`config.mk`:
```
export PLATFORM = sky130hd
export DESIGN_NAME = three_phase_pwm_chopper
export DESIGN_NICKNAME = d
export VERILOG_FILES = /design/src/rtl/pwm_chopper_pkg.sv /design/src/rtl/compare_slot.sv /design/src/rtl/three_phase_pwm_chopper.sv
export SDC_FILE = /design/constraint.sdc
export NUM_CORES = 1
export LEC_CHECK = 0
export ABC_AREA = 0
export BUFFER_PORTS_ARGS = -buffer_cell sky130_fd_sc_hd__buf_4
export CORE_AREA = 2 2 143 145
export CTS_CLUSTER_DIAMETER = 60
export DETAILED_ROUTE_END_ITERATION = 16
export DIE_AREA = 0 0 145 147
export PLACE_DENSITY = 0.67
export SYNTH_ARGS = -nofsm -noshare
export SYNTH_HDL_FRONTEND = slang
export SYNTH_SLANG_ARGS = --single-unit
```
`constraint.sdc`:
```
create_clock -name clock -period 6.8 [get_ports clock]
set_input_delay 1.36 -clock clock [delete_from_list [all_inputs] [get_ports clock]]
set_output_delay 1.36 -clock clock [all_outputs]
set_load 0.01 [all_outputs]
```
`src/rtl/pwm_chopper_pkg.sv`:
```
package pwm_chopper_pkg;

    localparam int ADDR_W     = 4;
    localparam int DATA_W     = 8;
    localparam int CNT_W      = 12;
    localparam int CMP_W      = 13;
    localparam int NUM_PHASES = 3;
    localparam int NUM_SLOTS  = 4;

    // register offsets
    localparam logic [ADDR_W-1:0] ADDR_REF  = 4'h0;
    localparam logic [ADDR_W-1:0] ADDR_CTRL = 4'h1;
    localparam logic [ADDR_W-1:0] ADDR_REP  = 4'h2;
    localparam logic [ADDR_W-1:0] ADDR_WH   = 4'h3;
    localparam logic [ADDR_W-1:0] ADDR_WL   = 4'h4;
    localparam logic [ADDR_W-1:0] ADDR_VH   = 4'h5;
    localparam logic [ADDR_W-1:0] ADDR_VL   = 4'h6;
    localparam logic [ADDR_W-1:0] ADDR_UH   = 4'h7;
    localparam logic [ADDR_W-1:0] ADDR_UL   = 4'h8;
    localparam logic [ADDR_W-1:0] ADDR_P0H  = 4'h9;
    localparam logic [ADDR_W-1:0] ADDR_P0L  = 4'hA;
    localparam logic [ADDR_W-1:0] ADDR_RUN  = 4'hB;

    // slot order: phase u, phase v, phase w, compare 0
    localparam int SLOT_P0 = 3;
    localparam logic [ADDR_W-1:0] SLOT_HI_ADDR [NUM_SLOTS] = '{ADDR_UH, ADDR_VH, ADDR_WH, ADDR_P0H};
    localparam logic [ADDR_W-1:0] SLOT_LO_ADDR [NUM_SLOTS] = '{ADDR_UL, ADDR_VL, ADDR_WL, ADDR_P0L};
    localparam logic [7:0] SLOT_HI_RESET [NUM_SLOTS] = '{8'h00, 8'h00, 8'h00, 8'h0F};
    localparam logic [7:0] SLOT_LO_RESET [NUM_SLOTS] = '{8'h00, 8'h00, 8'h00, 8'hFF};
    localparam logic [7:0] SLOT_HI_MASK  [NUM_SLOTS] = '{8'hFF, 8'hFF, 8'hFF, 8'h0F};
    localparam logic [7:0] SLOT_LO_MASK  [NUM_SLOTS] = '{8'hF8, 8'hF8, 8'hF8, 8'hFF};

    // field positions
    localparam int REF_BEMF_BIT  = 7;
    localparam int REF_CUR_BIT   = 6;
    localparam int REF_SEL_BIT   = 5;
    localparam int REF_MODE_LSB  = 3;
    localparam int REF_FREQ_LSB  = 0;
    localparam int CTRL_WIDTH_BIT = 7;
    localparam int CTRL_FULL_LSB = 4;
    localparam int CTRL_ALIGN_BIT = 3;
    localparam int CTRL_PRESC_LSB = 0;
    localparam int RUN_ENABLE_BIT = 0;

    localparam logic [7:0] REF_RESET  = 8'h00;
    localparam logic [7:0] CTRL_RESET = 8'h00;
    localparam logic [7:0] REP_RESET  = 8'h00;

    // chopper half periods in controller clocks, one per frequency code
    localparam logic [5:0] CHOP_HALF [8] = '{6'h28, 6'h14, 6'h0A, 6'h08,
                                             6'h05, 6'h04, 6'h03, 6'h02};

    typedef struct packed {
        logic [ADDR_W-1:0] addr;
        logic [DATA_W-1:0] wdata;
        logic              wr;
        logic              rd;
    } reg_req_t;

    typedef struct packed {
        logic [7:0] pre_hi;
        logic [7:0] pre_lo;
        logic       hi_done;
        logic       pair_done;
        logic [7:0] act_hi;
        logic [7:0] act_lo;
    } slot_state_t;

endpackage

```
`src/rtl/compare_slot.sv`:
```
`timescale 1ns/1ps
`default_nettype none

module compare_slot #(
    parameter logic [7:0] HI_RESET = 8'h00,
    parameter logic [7:0] LO_RESET = 8'h00,
    parameter logic [7:0] HI_MASK  = 8'hFF,
    parameter logic [7:0] LO_MASK  = 8'hFF
) (
    input  wire logic       clock,
    input  wire logic       rst,
    input  wire logic       wr_hi,
    input  wire logic       wr_lo,
    input  wire logic [7:0] wdata,
    input  wire logic       load,
    output logic [7:0]      act_hi,
    output logic [7:0]      act_lo
);
    import pwm_chopper_pkg::*;

    slot_state_t s;
    slot_state_t n;

    always_comb begin
        n = s;
        if (load && s.pair_done) begin
            n.act_hi = s.pre_hi;
            n.act_lo = s.pre_lo;
        end
        // high byte first, low byte completes the pair
        if (wr_hi) begin
            n.pre_hi    = wdata & HI_MASK;
            n.hi_done   = 1'b1;
            n.pair_done = 1'b0;
        end
        if (wr_lo) begin
            n.pre_lo    = wdata & LO_MASK;
            n.pair_done = s.hi_done;
            n.hi_done   = 1'b0;
        end
    end

    always_ff @(posedge clock) begin
        if (rst) begin
            s <= '{pre_hi: HI_RESET, pre_lo: LO_RESET, hi_done: 1'b0, pair_done: 1'b0,
                   act_hi: HI_RESET, act_lo: LO_RESET};
        end else begin
            s <= n;
        end
    end

    assign act_hi = s.act_hi;
    assign act_lo = s.act_lo;
endmodule

`default_nettype wire

```
`src/rtl/three_phase_pwm_chopper.sv`:
```
// Summary of operation
// back-emf comparator output readable as status, 1 above reference.
// current comparator output readable as status, 1 above current reference.
// select bit 0 routes amplifier result, 1 routes external current input.
// chop mode 00 off, 01 low side, 10 high side, 11 both.
// three-bit code picks chopper frequency, 50 kHz to 1 MHz at 4 MHz.
// chopper waveform has equal high and low times.
// standard mode uses 13 compare bits; 8-bit mode uses high byte plus full-duty bit.
// full-duty bit forces 100% for one update span, then clears itself.
// alignment bit 0 edge-aligned counting, 1 center-aligned counting.
// counter clock is controller clock divided by prescale code plus one.
// repetition counter at zero transfers compares, flags update, reloads itself.
// enabling the block copies repetition preload and flags an update.
// repetition value written while running acts after the next update.
// updates every N+1 periods edge-aligned, N+1 half periods centered.
// phase compare is high byte plus low bits 7:3; low 2:0 reserved; resets zero.
// compare 0 high keeps bits 3:0, bits 7:4 reserved, resets to 0Fh.
// software writes high then low part before a compare can transfer.
// reading a preloaded register returns its active value; the CTRL full-duty bits read back their preload value instead.
// phase output active while counter below its compare value.
// centered counter runs up to compare 0 then back down.
//
// Added by the designer: the address-and-strobe port and the register offsets.
`timescale 1ns/1ps
`default_nettype none

module three_phase_pwm_chopper #(
    parameter int CHOP_CNT_W = 6
) (
    input  wire logic                       clock,
    input  wire logic                       rst,
    input  wire pwm_chopper_pkg::reg_req_t  bus_req,
    output logic [pwm_chopper_pkg::DATA_W-1:0] rdata_r,
    input  wire logic                       bemf_cmp_in,
    input  wire logic                       amplifier_output,
    input  wire logic                       external_current_input,
    output logic                            current_input_select_r,
    output logic                            pwm_u_r,
    output logic                            pwm_v_r,
    output logic                            pwm_w_r,
    output logic                            chop_high_r,
    output logic                            chop_low_r,
    output logic                            update_event_r
);
    import pwm_chopper_pkg::*;

    initial begin
        if (CHOP_CNT_W < 6) begin
            $error("chopper counter too narrow for the longest half period");
        end
    end

    typedef struct packed {
        logic                  bemf_state;
        logic                  current_state;
        logic                  input_select;
        logic [1:0]            chop_mode;
        logic [2:0]            chop_frequency;
        logic                  compare_width_mode;
        logic [2:0]            full_pre;
        logic [2:0]            full_act;
        logic                  counter_alignment;
        logic [2:0]            counter_prescale;
        logic [7:0]            repeat_pre;
        logic [7:0]            repeat_act;
        logic [7:0]            repeat_cnt;
        logic                  enable;
        logic [2:0]            presc_cnt;
        logic [CNT_W-1:0]      cnt;
        logic                  count_down;
        logic [CHOP_CNT_W-1:0] chop_cnt;
        logic                  chop;
        logic [2:0]            pwm;
        logic                  chop_high;
        logic                  chop_low;
        logic                  update;
        logic [DATA_W-1:0]     rdata;
    } top_state_t;

    top_state_t s;
    top_state_t n;

    ////////////////////////////////////////////////////////////////////////////////
    // decode and compare slots

    logic                 wr_ref;
    logic                 wr_ctrl;
    logic                 wr_rep;
    logic                 wr_run;
    logic                 enable_rise;
    logic                 tick;
    logic                 boundary;
    logic                 upd;
    logic [CNT_W-1:0]     period;
    logic [7:0]           act_hi [NUM_SLOTS];
    logic [7:0]           act_lo [NUM_SLOTS];
    logic [CHOP_CNT_W-1:0] chop_half;

    assign wr_ref  = bus_req.wr && (bus_req.addr == ADDR_REF);
    assign wr_ctrl = bus_req.wr && (bus_req.addr == ADDR_CTRL);
    assign wr_rep  = bus_req.wr && (bus_req.addr == ADDR_REP);
    assign wr_run  = bus_req.wr && (bus_req.addr == ADDR_RUN);

    assign enable_rise = wr_run && bus_req.wdata[RUN_ENABLE_BIT] && !s.enable;

    assign period = {act_hi[SLOT_P0][3:0], act_lo[SLOT_P0]};

    // prescaler wraps at the code itself, so code k divides by k+1
    assign tick = s.enable && (s.presc_cnt == s.counter_prescale);

    // one boundary per period edge-aligned, per half period centered
    assign boundary = tick && ((s.counter_alignment && s.count_down) ?
                               (s.cnt == '0) : (s.cnt >= period));

    assign upd = enable_rise || (boundary && (s.repeat_cnt == 8'h00));

    assign chop_half = CHOP_CNT_W'(CHOP_HALF[s.chop_frequency]);

    genvar gi;
    generate
        for (gi = 0; gi < NUM_SLOTS; gi++) begin : g_slot
            compare_slot #(
                .HI_RESET (SLOT_HI_RESET[gi]),
                .LO_RESET (SLOT_LO_RESET[gi]),
                .HI_MASK  (SLOT_HI_MASK[gi]),
                .LO_MASK  (SLOT_LO_MASK[gi])
            ) u_slot (
                .clock  (clock),
                .rst    (rst),
                .wr_hi  (bus_req.wr && (bus_req.addr == SLOT_HI_ADDR[gi])),
                .wr_lo  (bus_req.wr && (bus_req.addr == SLOT_LO_ADDR[gi])),
                .wdata  (bus_req.wdata),
                .load   (upd),
                .act_hi (act_hi[gi]),
                .act_lo (act_lo[gi])
            );
        end
    endgenerate

    // extension bit: high byte bit 7 normally, the phase full-duty bit in 8-bit mode
    function automatic logic [CMP_W-1:0] phase_cmp(input logic [7:0] hi,
                                                   input logic [7:0] lo,
                                                   input logic       eight_bit,
                                                   input logic       ext);
        phase_cmp = eight_bit ? {ext, hi, 4'h0} : {hi, lo[7:3]};
    endfunction

    ////////////////////////////////////////////////////////////////////////////////
    // next state

    always_comb begin
        n = s;

        // comparator status is sampled every cycle
        n.bemf_state    = bemf_cmp_in;
        n.current_state = s.input_select ? external_current_input
                                         : amplifier_output;

        if (wr_ref) begin
            n.input_select   = bus_req.wdata[REF_SEL_BIT];
            n.chop_mode      = bus_req.wdata[REF_MODE_LSB +: 2];
            n.chop_frequency = bus_req.wdata[REF_FREQ_LSB +: 3];
        end

        // full-duty bits: hardware clears on transfer, a write in that cycle wins
        if (upd) begin
            n.full_act = s.full_pre;
            n.full_pre = 3'h0;
        end
        if (wr_ctrl) begin
            n.compare_width_mode = bus_req.wdata[CTRL_WIDTH_BIT];
            n.full_pre           = bus_req.wdata[CTRL_FULL_LSB +: 3];
            n.counter_alignment  = bus_req.wdata[CTRL_ALIGN_BIT];
            n.counter_prescale   = bus_req.wdata[CTRL_PRESC_LSB +: 3];
        end

        if (wr_rep) begin
            n.repeat_pre = bus_req.wdata;
        end
        if (upd) begin
            n.repeat_act = s.repeat_pre;
            n.repeat_cnt = s.repeat_pre;
        end else if (boundary) begin
            n.repeat_cnt = s.repeat_cnt - 8'h01;
        end

        if (wr_run) begin
            n.enable = bus_req.wdata[RUN_ENABLE_BIT];
        end

        // pwm counter
        if (!s.enable) begin
            n.presc_cnt  = 3'h0;
            n.cnt        = '0;
            n.count_down = 1'b0;
        end else if (!tick) begin
            n.presc_cnt = s.presc_cnt + 3'h1;
        end else begin
            n.presc_cnt = 3'h0;
            if (!s.counter_alignment) begin
                n.cnt = (s.cnt >= period) ? '0 : s.cnt + 12'h001;
            end else if (!s.count_down) begin
                if (s.cnt >= period) begin
                    // zero period parks the counter at zero
                    n.count_down = (period != '0);
                    n.cnt        = (period != '0) ? s.cnt - 12'h001 : '0;
                end else begin
                    n.cnt = s.cnt + 12'h001;
                end
            end else begin
                if (s.cnt == '0) begin
                    n.count_down = 1'b0;
                    n.cnt        = (period != '0) ? 12'h001 : '0;
                end else begin
                    n.cnt = s.cnt - 12'h001;
                end
            end
        end

        // chopper, toggled every half period; >= keeps a code change from stalling it
        if (!s.enable) begin
            n.chop_cnt = '0;
            n.chop     = 1'b0;
        end else if (s.chop_cnt >= chop_half - 6'h01) begin
            n.chop_cnt = '0;
            n.chop     = !s.chop;
        end else begin
            n.chop_cnt = s.chop_cnt + 6'h01;
        end
        // gate is high where no chopping applies
        n.chop_low  = s.chop_mode[0] ? s.chop : 1'b1;
        n.chop_high = s.chop_mode[1] ? s.chop : 1'b1;

        for (int i = 0; i < NUM_PHASES; i++) begin
            n.pwm[i] = s.enable &&
                       (s.full_act[NUM_PHASES-1-i] ||
                        ({1'b0, s.cnt} < phase_cmp(act_hi[i], act_lo[i],
                                                   s.compare_width_mode,
                                                   s.full_act[NUM_PHASES-1-i])));
        end

        n.update = upd;

        // read data stand for the one cycle after the strobe
        n.rdata = '0;
        if (bus_req.rd) begin
            unique case (bus_req.addr)
                ADDR_REF:  n.rdata = {s.bemf_state, s.current_state, s.input_select,
                                      s.chop_mode, s.chop_frequency};
                ADDR_CTRL: n.rdata = {s.compare_width_mode, s.full_pre,
                                      s.counter_alignment, s.counter_prescale};
                ADDR_REP:  n.rdata = s.repeat_act;
                ADDR_UH:   n.rdata = act_hi[0];
                ADDR_UL:   n.rdata = act_lo[0];
                ADDR_VH:   n.rdata = act_hi[1];
                ADDR_VL:   n.rdata = act_lo[1];
                ADDR_WH:   n.rdata = act_hi[2];
                ADDR_WL:   n.rdata = act_lo[2];
                ADDR_P0H:  n.rdata = act_hi[SLOT_P0];
                ADDR_P0L:  n.rdata = act_lo[SLOT_P0];
                ADDR_RUN:  n.rdata = {7'h00, s.enable};
                default:   n.rdata = '0;
            endcase
        end
    end

    always_ff @(posedge clock) begin
        if (rst) begin
            s                    <= '0;
            s.input_select       <= REF_RESET[REF_SEL_BIT];
            s.compare_width_mode <= CTRL_RESET[CTRL_WIDTH_BIT];
            s.repeat_pre         <= REP_RESET;
            s.repeat_act         <= REP_RESET;
            s.repeat_cnt         <= REP_RESET;
            s.chop_high          <= 1'b1;
            s.chop_low           <= 1'b1;
        end else begin
            s <= n;
        end
    end

    assign rdata_r                = s.rdata;
    assign current_input_select_r = s.input_select;
    assign pwm_u_r                = s.pwm[0];
    assign pwm_v_r                = s.pwm[1];
    assign pwm_w_r                = s.pwm[2];
    assign chop_high_r            = s.chop_high;
    assign chop_low_r             = s.chop_low;
    assign update_event_r         = s.update;
endmodule

`default_nettype wire

```
======== After elaboration in Yosys (flattened, before gate mapping) ========
Memory sizes are Yosys's and may differ from the RTL's.
Index checks and enable logic that the tools add are counted.
storage, ports and cells
  bits in registers ....................... 191
  ROM bits ................................ 48
  input bits .............................. 19
  output and inout port bits .............. 15
  word-level logic and storage cells ...... 159
  memories ................................ 1
memories
  name              depth  bits a word  rd ports  clocked after memory_dff  write ports  line                            RTL
  (name not given)  8      6            1         0                         0            three_phase_pwm_chopper.sv:117  assign chop_half = CHOP_CNT_W'(CHOP_HALF[s.chop_frequency]);
cells by class
  $add $sub $neg .......................... 6
  $lt $le $gt $ge ......................... 6
  eq/ne operators ......................... 12
  muxes and demuxes ....................... 29
  bitwise gates (word level) .............. 5
  reductions and logical operators ........ 52
operators by type and width
  kind                     number
  $pmux W8 S12             1
  $mux W12                 5
  $mux W13                 4
  $lt A12 B13 Y1           3
  $logic_and A1 B1 Y1      25
  $mux W6                  3
  $eq A4 B3 Y1 const B     4
  $eq A4 B4 Y1 const B     4
  $mux W8                  2
  $reduce_or A2 Y1         8
  $mux W1                  13
  $add A12 B1 Y12 const B  1
  $ge A12 B12 Y1           1
  $logic_not A12 Y1        1
  $reduce_bool A12 Y1      1
  $reduce_bool A2 Y1       6
  $sub A12 B1 Y12 const B  1
  $eq A4 B2 Y1 const B     2
  $logic_not A8 Y1         1
  $sub A8 B1 Y8 const B    1
  $add A6 B1 Y6 const B    1
  $ge A6 B6 Y1             1
  $reduce_or A3 Y1         2
  $sub A6 B1 Y6 const B    1
  other kinds (11)         18

======== Depth between registers and ports, before layout ========
  depth in word-level cells ............... 7
  mapped depth ............................ 11
  gate-level depth less buffers ........... 10

======== Cells and area by module ========
Synthesis repeated with hierarchy kept, for this count alone.
second synthesis, totals
  cells, all modules ...................... 1241
  area total of the unflattened synthesis .. 10782.8 um2
modules (own cells, without submodules)
  module                               instances  cells each  area each (um2)  sequential area each (um2)
  three_phase_pwm_chopper              1          757         6050.8           1621.6
  compare_slot (g_slot[0].u_slot ...)  3          126         1211.2           560.5
  compare_slot (g_slot[3].u_slot)      1          106         1098.6           520.5

======== Least setup slack after synthesis ========
OpenSTA, ideal clock, no wires.
  path kind ............................... input to register
  start point ............................. input port bus_req[12] in the netlist's numbering
  end point ............................... register s[40] in the netlist's numbering
  setup time .............................. 128 ps
  arrival time ............................ 3328 ps
  required time ........................... 6672 ps
  path slack .............................. 3345 ps
  stages .................................. 8
  buffers on the path ..................... 2
  cells stage by stage .................... clkbuf_1 -> nand3b_1 -> or4b_2 -> nand2_1 -> clkbuf_1 -> o22ai_1 -> a2bb2oi_1 -> nor2_1
on the way
  cells in the longest elaborated chain, start to end .. 6
  elaborated cells on any way between the ends .. 7
  those cells by class .................... eq/ne (1); mux (1); reduce/logical (5)
ends and longest elaborated chain
  what                                           line                            RTL
  start, declared                                three_phase_pwm_chopper.sv:32   input wire pwm_chopper_pkg::reg_req_t bus_req,
  $eq A4 B4 Y1 (*)                               three_phase_pwm_chopper.sv:102  assign wr_run = bus_req.wr && (bus_req.addr == ADDR_RUN);
  $logic_and A1 B1 Y1 (*)                        three_phase_pwm_chopper.sv:102
  $logic_and A1 B1 Y1 (*) (2 in a row)           three_phase_pwm_chopper.sv:104  assign enable_rise = wr_run && bus_req.wdata[RUN_ENABLE_BIT] && !s.enable;
  $logic_or A1 B1 Y1 (*)                         three_phase_pwm_chopper.sv:115  assign upd = enable_rise || (boundary && (s.repeat_cnt == 8'h00));
  $mux W8 or $reduce_bool A2 Y1 (tied branches)  n/a
  end signal, assigned                           three_phase_pwm_chopper.sv:278  s <= n;
  end, declared                                  three_phase_pwm_chopper.sv:80   top_state_t s;
Every way passes the cells marked *; elsewhere a longest branch is shown, timed or not.
A chain may end at the register's enable or synchronous reset.

======== Worst setup path after layout ========
  start point ............................. input port rst
  end point ............................... register s[28] in the netlist's numbering
on the way
  cells in the longest elaborated chain, start to end .. 1
ends and longest elaborated chain
  what                               line                           RTL
  start, declared                    three_phase_pwm_chopper.sv:31  input wire logic rst,
  $reduce_or A2 Y1 (no source line)  n/a
Every way passes these cells.

==> metrics.md <==
| Metric | Value |
|---|---|
| Fmax achieved | 280 MHz |
| Final wirelength | about 27 mm |
| Top cell type by total area after synthesis | dfxtp_1 |
| Met3 usage | under 10% |
| Die Wd | roughly 150 um |
| Max cap viols | 0 |
| WS Path Type | input pin to register |
| Buf/Inv on CP | 2 |
| Slowest cell on crit path | clkinv_1 |
| Pin count of the biggest net entering global routing | between 80 and 90 |
| Clock transition at the registers of the reported paths | about 0.070 ns |
| Seq pwr share | between 50% and 60% |
| FF+latch count, synth | 191 |
| CTS tree | done |
| Leak | 4.47 nW |
| Sequential area share after synthesis | approximately 39% |
| Cells along the critical path | buf_4 -> clkinv_1 -> nand2_1 -> nor4_1 -> o21bai_1 -> o21ai_0 |
| Crit-path max FO | 56 |
| RSZ-0062 raised after global routing | false |
| Cell area power density | approximately 210 nW/um^2 |
| Most Crowded Layer GR | met2 |
| P_int | between 1.5 and 2 mW |
| Net Sw Power | 0.541 mW |
| Syn_nets | about 1200 |
| Share of flip-flops with an asynchronous set or reset | 0% |
| Post-route design area | 10700 sq um |
| Global-route wire length before repair | 42.9 mm |
| Top cells by area, synth | dfxtp_1 (39%), mux2i_1 (13%), ha_1 (7.3%) |
| Sw frac | around 24% |
| Synthesis Warnings | 0 |
| Ys flop type | dfxtp_1 |
| # fillers | approximately 1800 |
| Combinational power share | 4.4% |
| Met2 capacity usage during global routing | 40.5% |
| Final setup fails | 0 |
| Min-delay worst type | register to register |
| H-tree levels | 4 |
| Die area | between 20000 and 25000 sq um |
| Vias in the first global route | 7547 |
| Final layout net count | roughly 1200 |
| Fin crit share | 52.5% |
| Max-slew violation count | 0 |
| Number of synthesized flops with an enable pin | 0 |
| Core area | between 15000 and 20000 sq um |
| CP Data Required Time | about 7.1 ns |
| Io pins | 34 |
| Vias | 8249 |
| Status | completed |
| Area taken by multi-input logic gates | between 5000 and 6000 sq um |
| Max Clock Skew | between 0.006 and 0.007 ns |
| Final min period | 3.57 ns |
| Number of I/O port buffers | 33 |
| Slowest stage delay, CP | roughly 0.83 ns |
| Hold Fails Final Rpt | 0 |
| Inst Count DP | between 1000 and 1500 |
| Share of post-route cells with drive strength above 1 | between 8 and 9% |
| Routed wire per std cell | slightly below 20 um |
| Setup repair bufs after CTS | 0 |
| RD Place Congestion | 0.940 |
| Antenna Diode Count | 0 |
| Clock power share | approximately 45% |
| Seq. cell area | about 3800 sq um |
| Worst-skew pair later-pin latency | 0.44 ns |
| Num CTS Buffers | 17 |
| Post-synthesis instance area | roughly 9900 sq um |
| Worst Setup Start Kind | input pin |
| Synth top area share | about two fifths |
| Starting DRT DRC Count | approximately 740 |
| WHS | 0.412 ns |
| Die Span Y | 147 um |
| Cts-stage hold buffer count | 0 |
| Clock root cell | clkbuf_16 |
| Critical Path Sink Type | register |
| Vias per cell | 5.79 |
| Clk sinks | 191 |
| Fin worst setup slack | ~3.2 ns |
| Delay-heaviest family, CP | buffers and inverters |
| Final cell count without fillers | roughly 1400 |
| Detailed Routing Iterations Pass 1 | 6 |
| GR Layer Usage met1 | a little over a third |
| Clk buf depth | 2 |
| Dpl ws | 2.83 ns |
| Crit path arrival time | 3.87 ns |
| Least-Margin Pin Slew | about 1.1 ns |
| DRC | 0 |
| Slew headroom | between 20% and 30% |
| ANT nets after route | 0 |
| Post-DP HPWL | about 19 mm |
| PostCTS Resize Cnt | 0 |
| Post-synth cell types | 64 |
| Initial antenna violation count | 0 |
| Post-synthesis cell count | 1160 |
| Layout area overhead | 8.67% |
| Gr ovfl total | 0 |
| Cell Area, Placed | between 10000 and 15000 sq um |
| Initial Util | around half |
| Gr usage total | around a quarter |
| Peak supply drop | around 170 uV |
| Setup TNS Final | 0 ns |
| Avg Inst Size Synth | approximately 8.5 sq um |
| Rows | between 50 and 60 |
-- cell usage in the layout (no fill, tap or decap), drive strengths merged, types with 8 or more instances in the layout --
cell type,synthesis,routed
a31oi,12,12
nand3,34,34
clkbuf,59,19
nand2,176,176
nor4,8,8
dfxtp,191,191
ha,58,58
mux2i,124,124
a21oi,99,99
xnor2,11,11
nor2,146,146
nor3,25,25
nand2b,16,16
inv,22,27
buf,16,37
nor2b,13,13
o21ai,31,31
a21o,11,11
and3,10,10
-- synth_stat cells, types with 8 or more instances --
library cell  count
mux2i_1         124
clkbuf_1         59
nor2b_1          13
ha_1             58
nand3_1          34
inv_1            22
buf_4             8
a21o_1           11
o21ai_0          25
and3_1           10
dfxtp_1         191
nor2_1          145
nand2_1         176
a31oi_1          12
a21oi_1          99
nor3_1           25
nand2b_1         16
xnor2_1          11
-- power groups by stage --
stage / clock [mW] / sequential (mW) / combinational [mW]
after floorplan: 0 / 1.15 / 0.0680
after global placement: 0 / 1.16 / 0.0963
after detailed placement: 0 / 1.16 / 0.0970
after CTS: 1.03 / 1.13 / 0.0973
after global routing: 1.08 / 1.13 / 0.106
final: 1.02 / 1.13 / 0.0988
-- layer usage --
metal	part of all wire [%]	vias up
li1	-	4015
met1	46	3888
met2	45	297
met3	6.8	49
met4	2.7	0
met5	0	-
-- cells by family after synthesis --
group                      synth area share (%)
and+or+nand+nor                            20.5
DFF                                        38.7
xor gates and xnor gates                   1.24
muxes                                      13.8
buffers and inverters                      4.41
adders and majority gates                  7.34
AOI/OAI and AO/OA                          14.0
-- worst paths after layout --
path              start                          to  slack [ns]  depth (start not counted)
setup / recovery    rst                       s[28]        3.23                          6
hold / removal    s[76]                  chop_low_r        0.41                          1
setup reg to reg  s[25]  g_slot[1].u_slot.act_hi[1]        3.37                          8
hold reg to reg   s[76]                  chop_low_r        0.41                          1
-- area by class of cell --
cell class	count	area share (%)
inverter	23	0.804
sequential	191	35.6
tap	270	3.15
timing repair buffer	37	2.59
clock inverter	13	1.46
clock buffer	19	4.03
multi-input combinational	871	52.4
-- flip-flops by register name (all words and copies together), names as in the netlist --
register	flops
pwm_u_r	1
g_slot.u_slot.act_hi	28
chop_high_r	1
chop_low_r	1
g_slot.u_slot.act_lo	23
s	66
pwm_w_r	1
pwm_v_r	1
rdata_r	8
current_input_select_r	1
update_event_r	1
g_slot.u_slot.s	59
-- metrics by stage --
stage	util [%]	power, mW
floorplan	-	1.22
global placement	51.1	1.25
detailed placement	51.1	1.25
CTS	54.1	2.26
global route	54.1	2.32
finish	54.1	2.25
No activity file was read; power rests on OpenSTA's default activity.
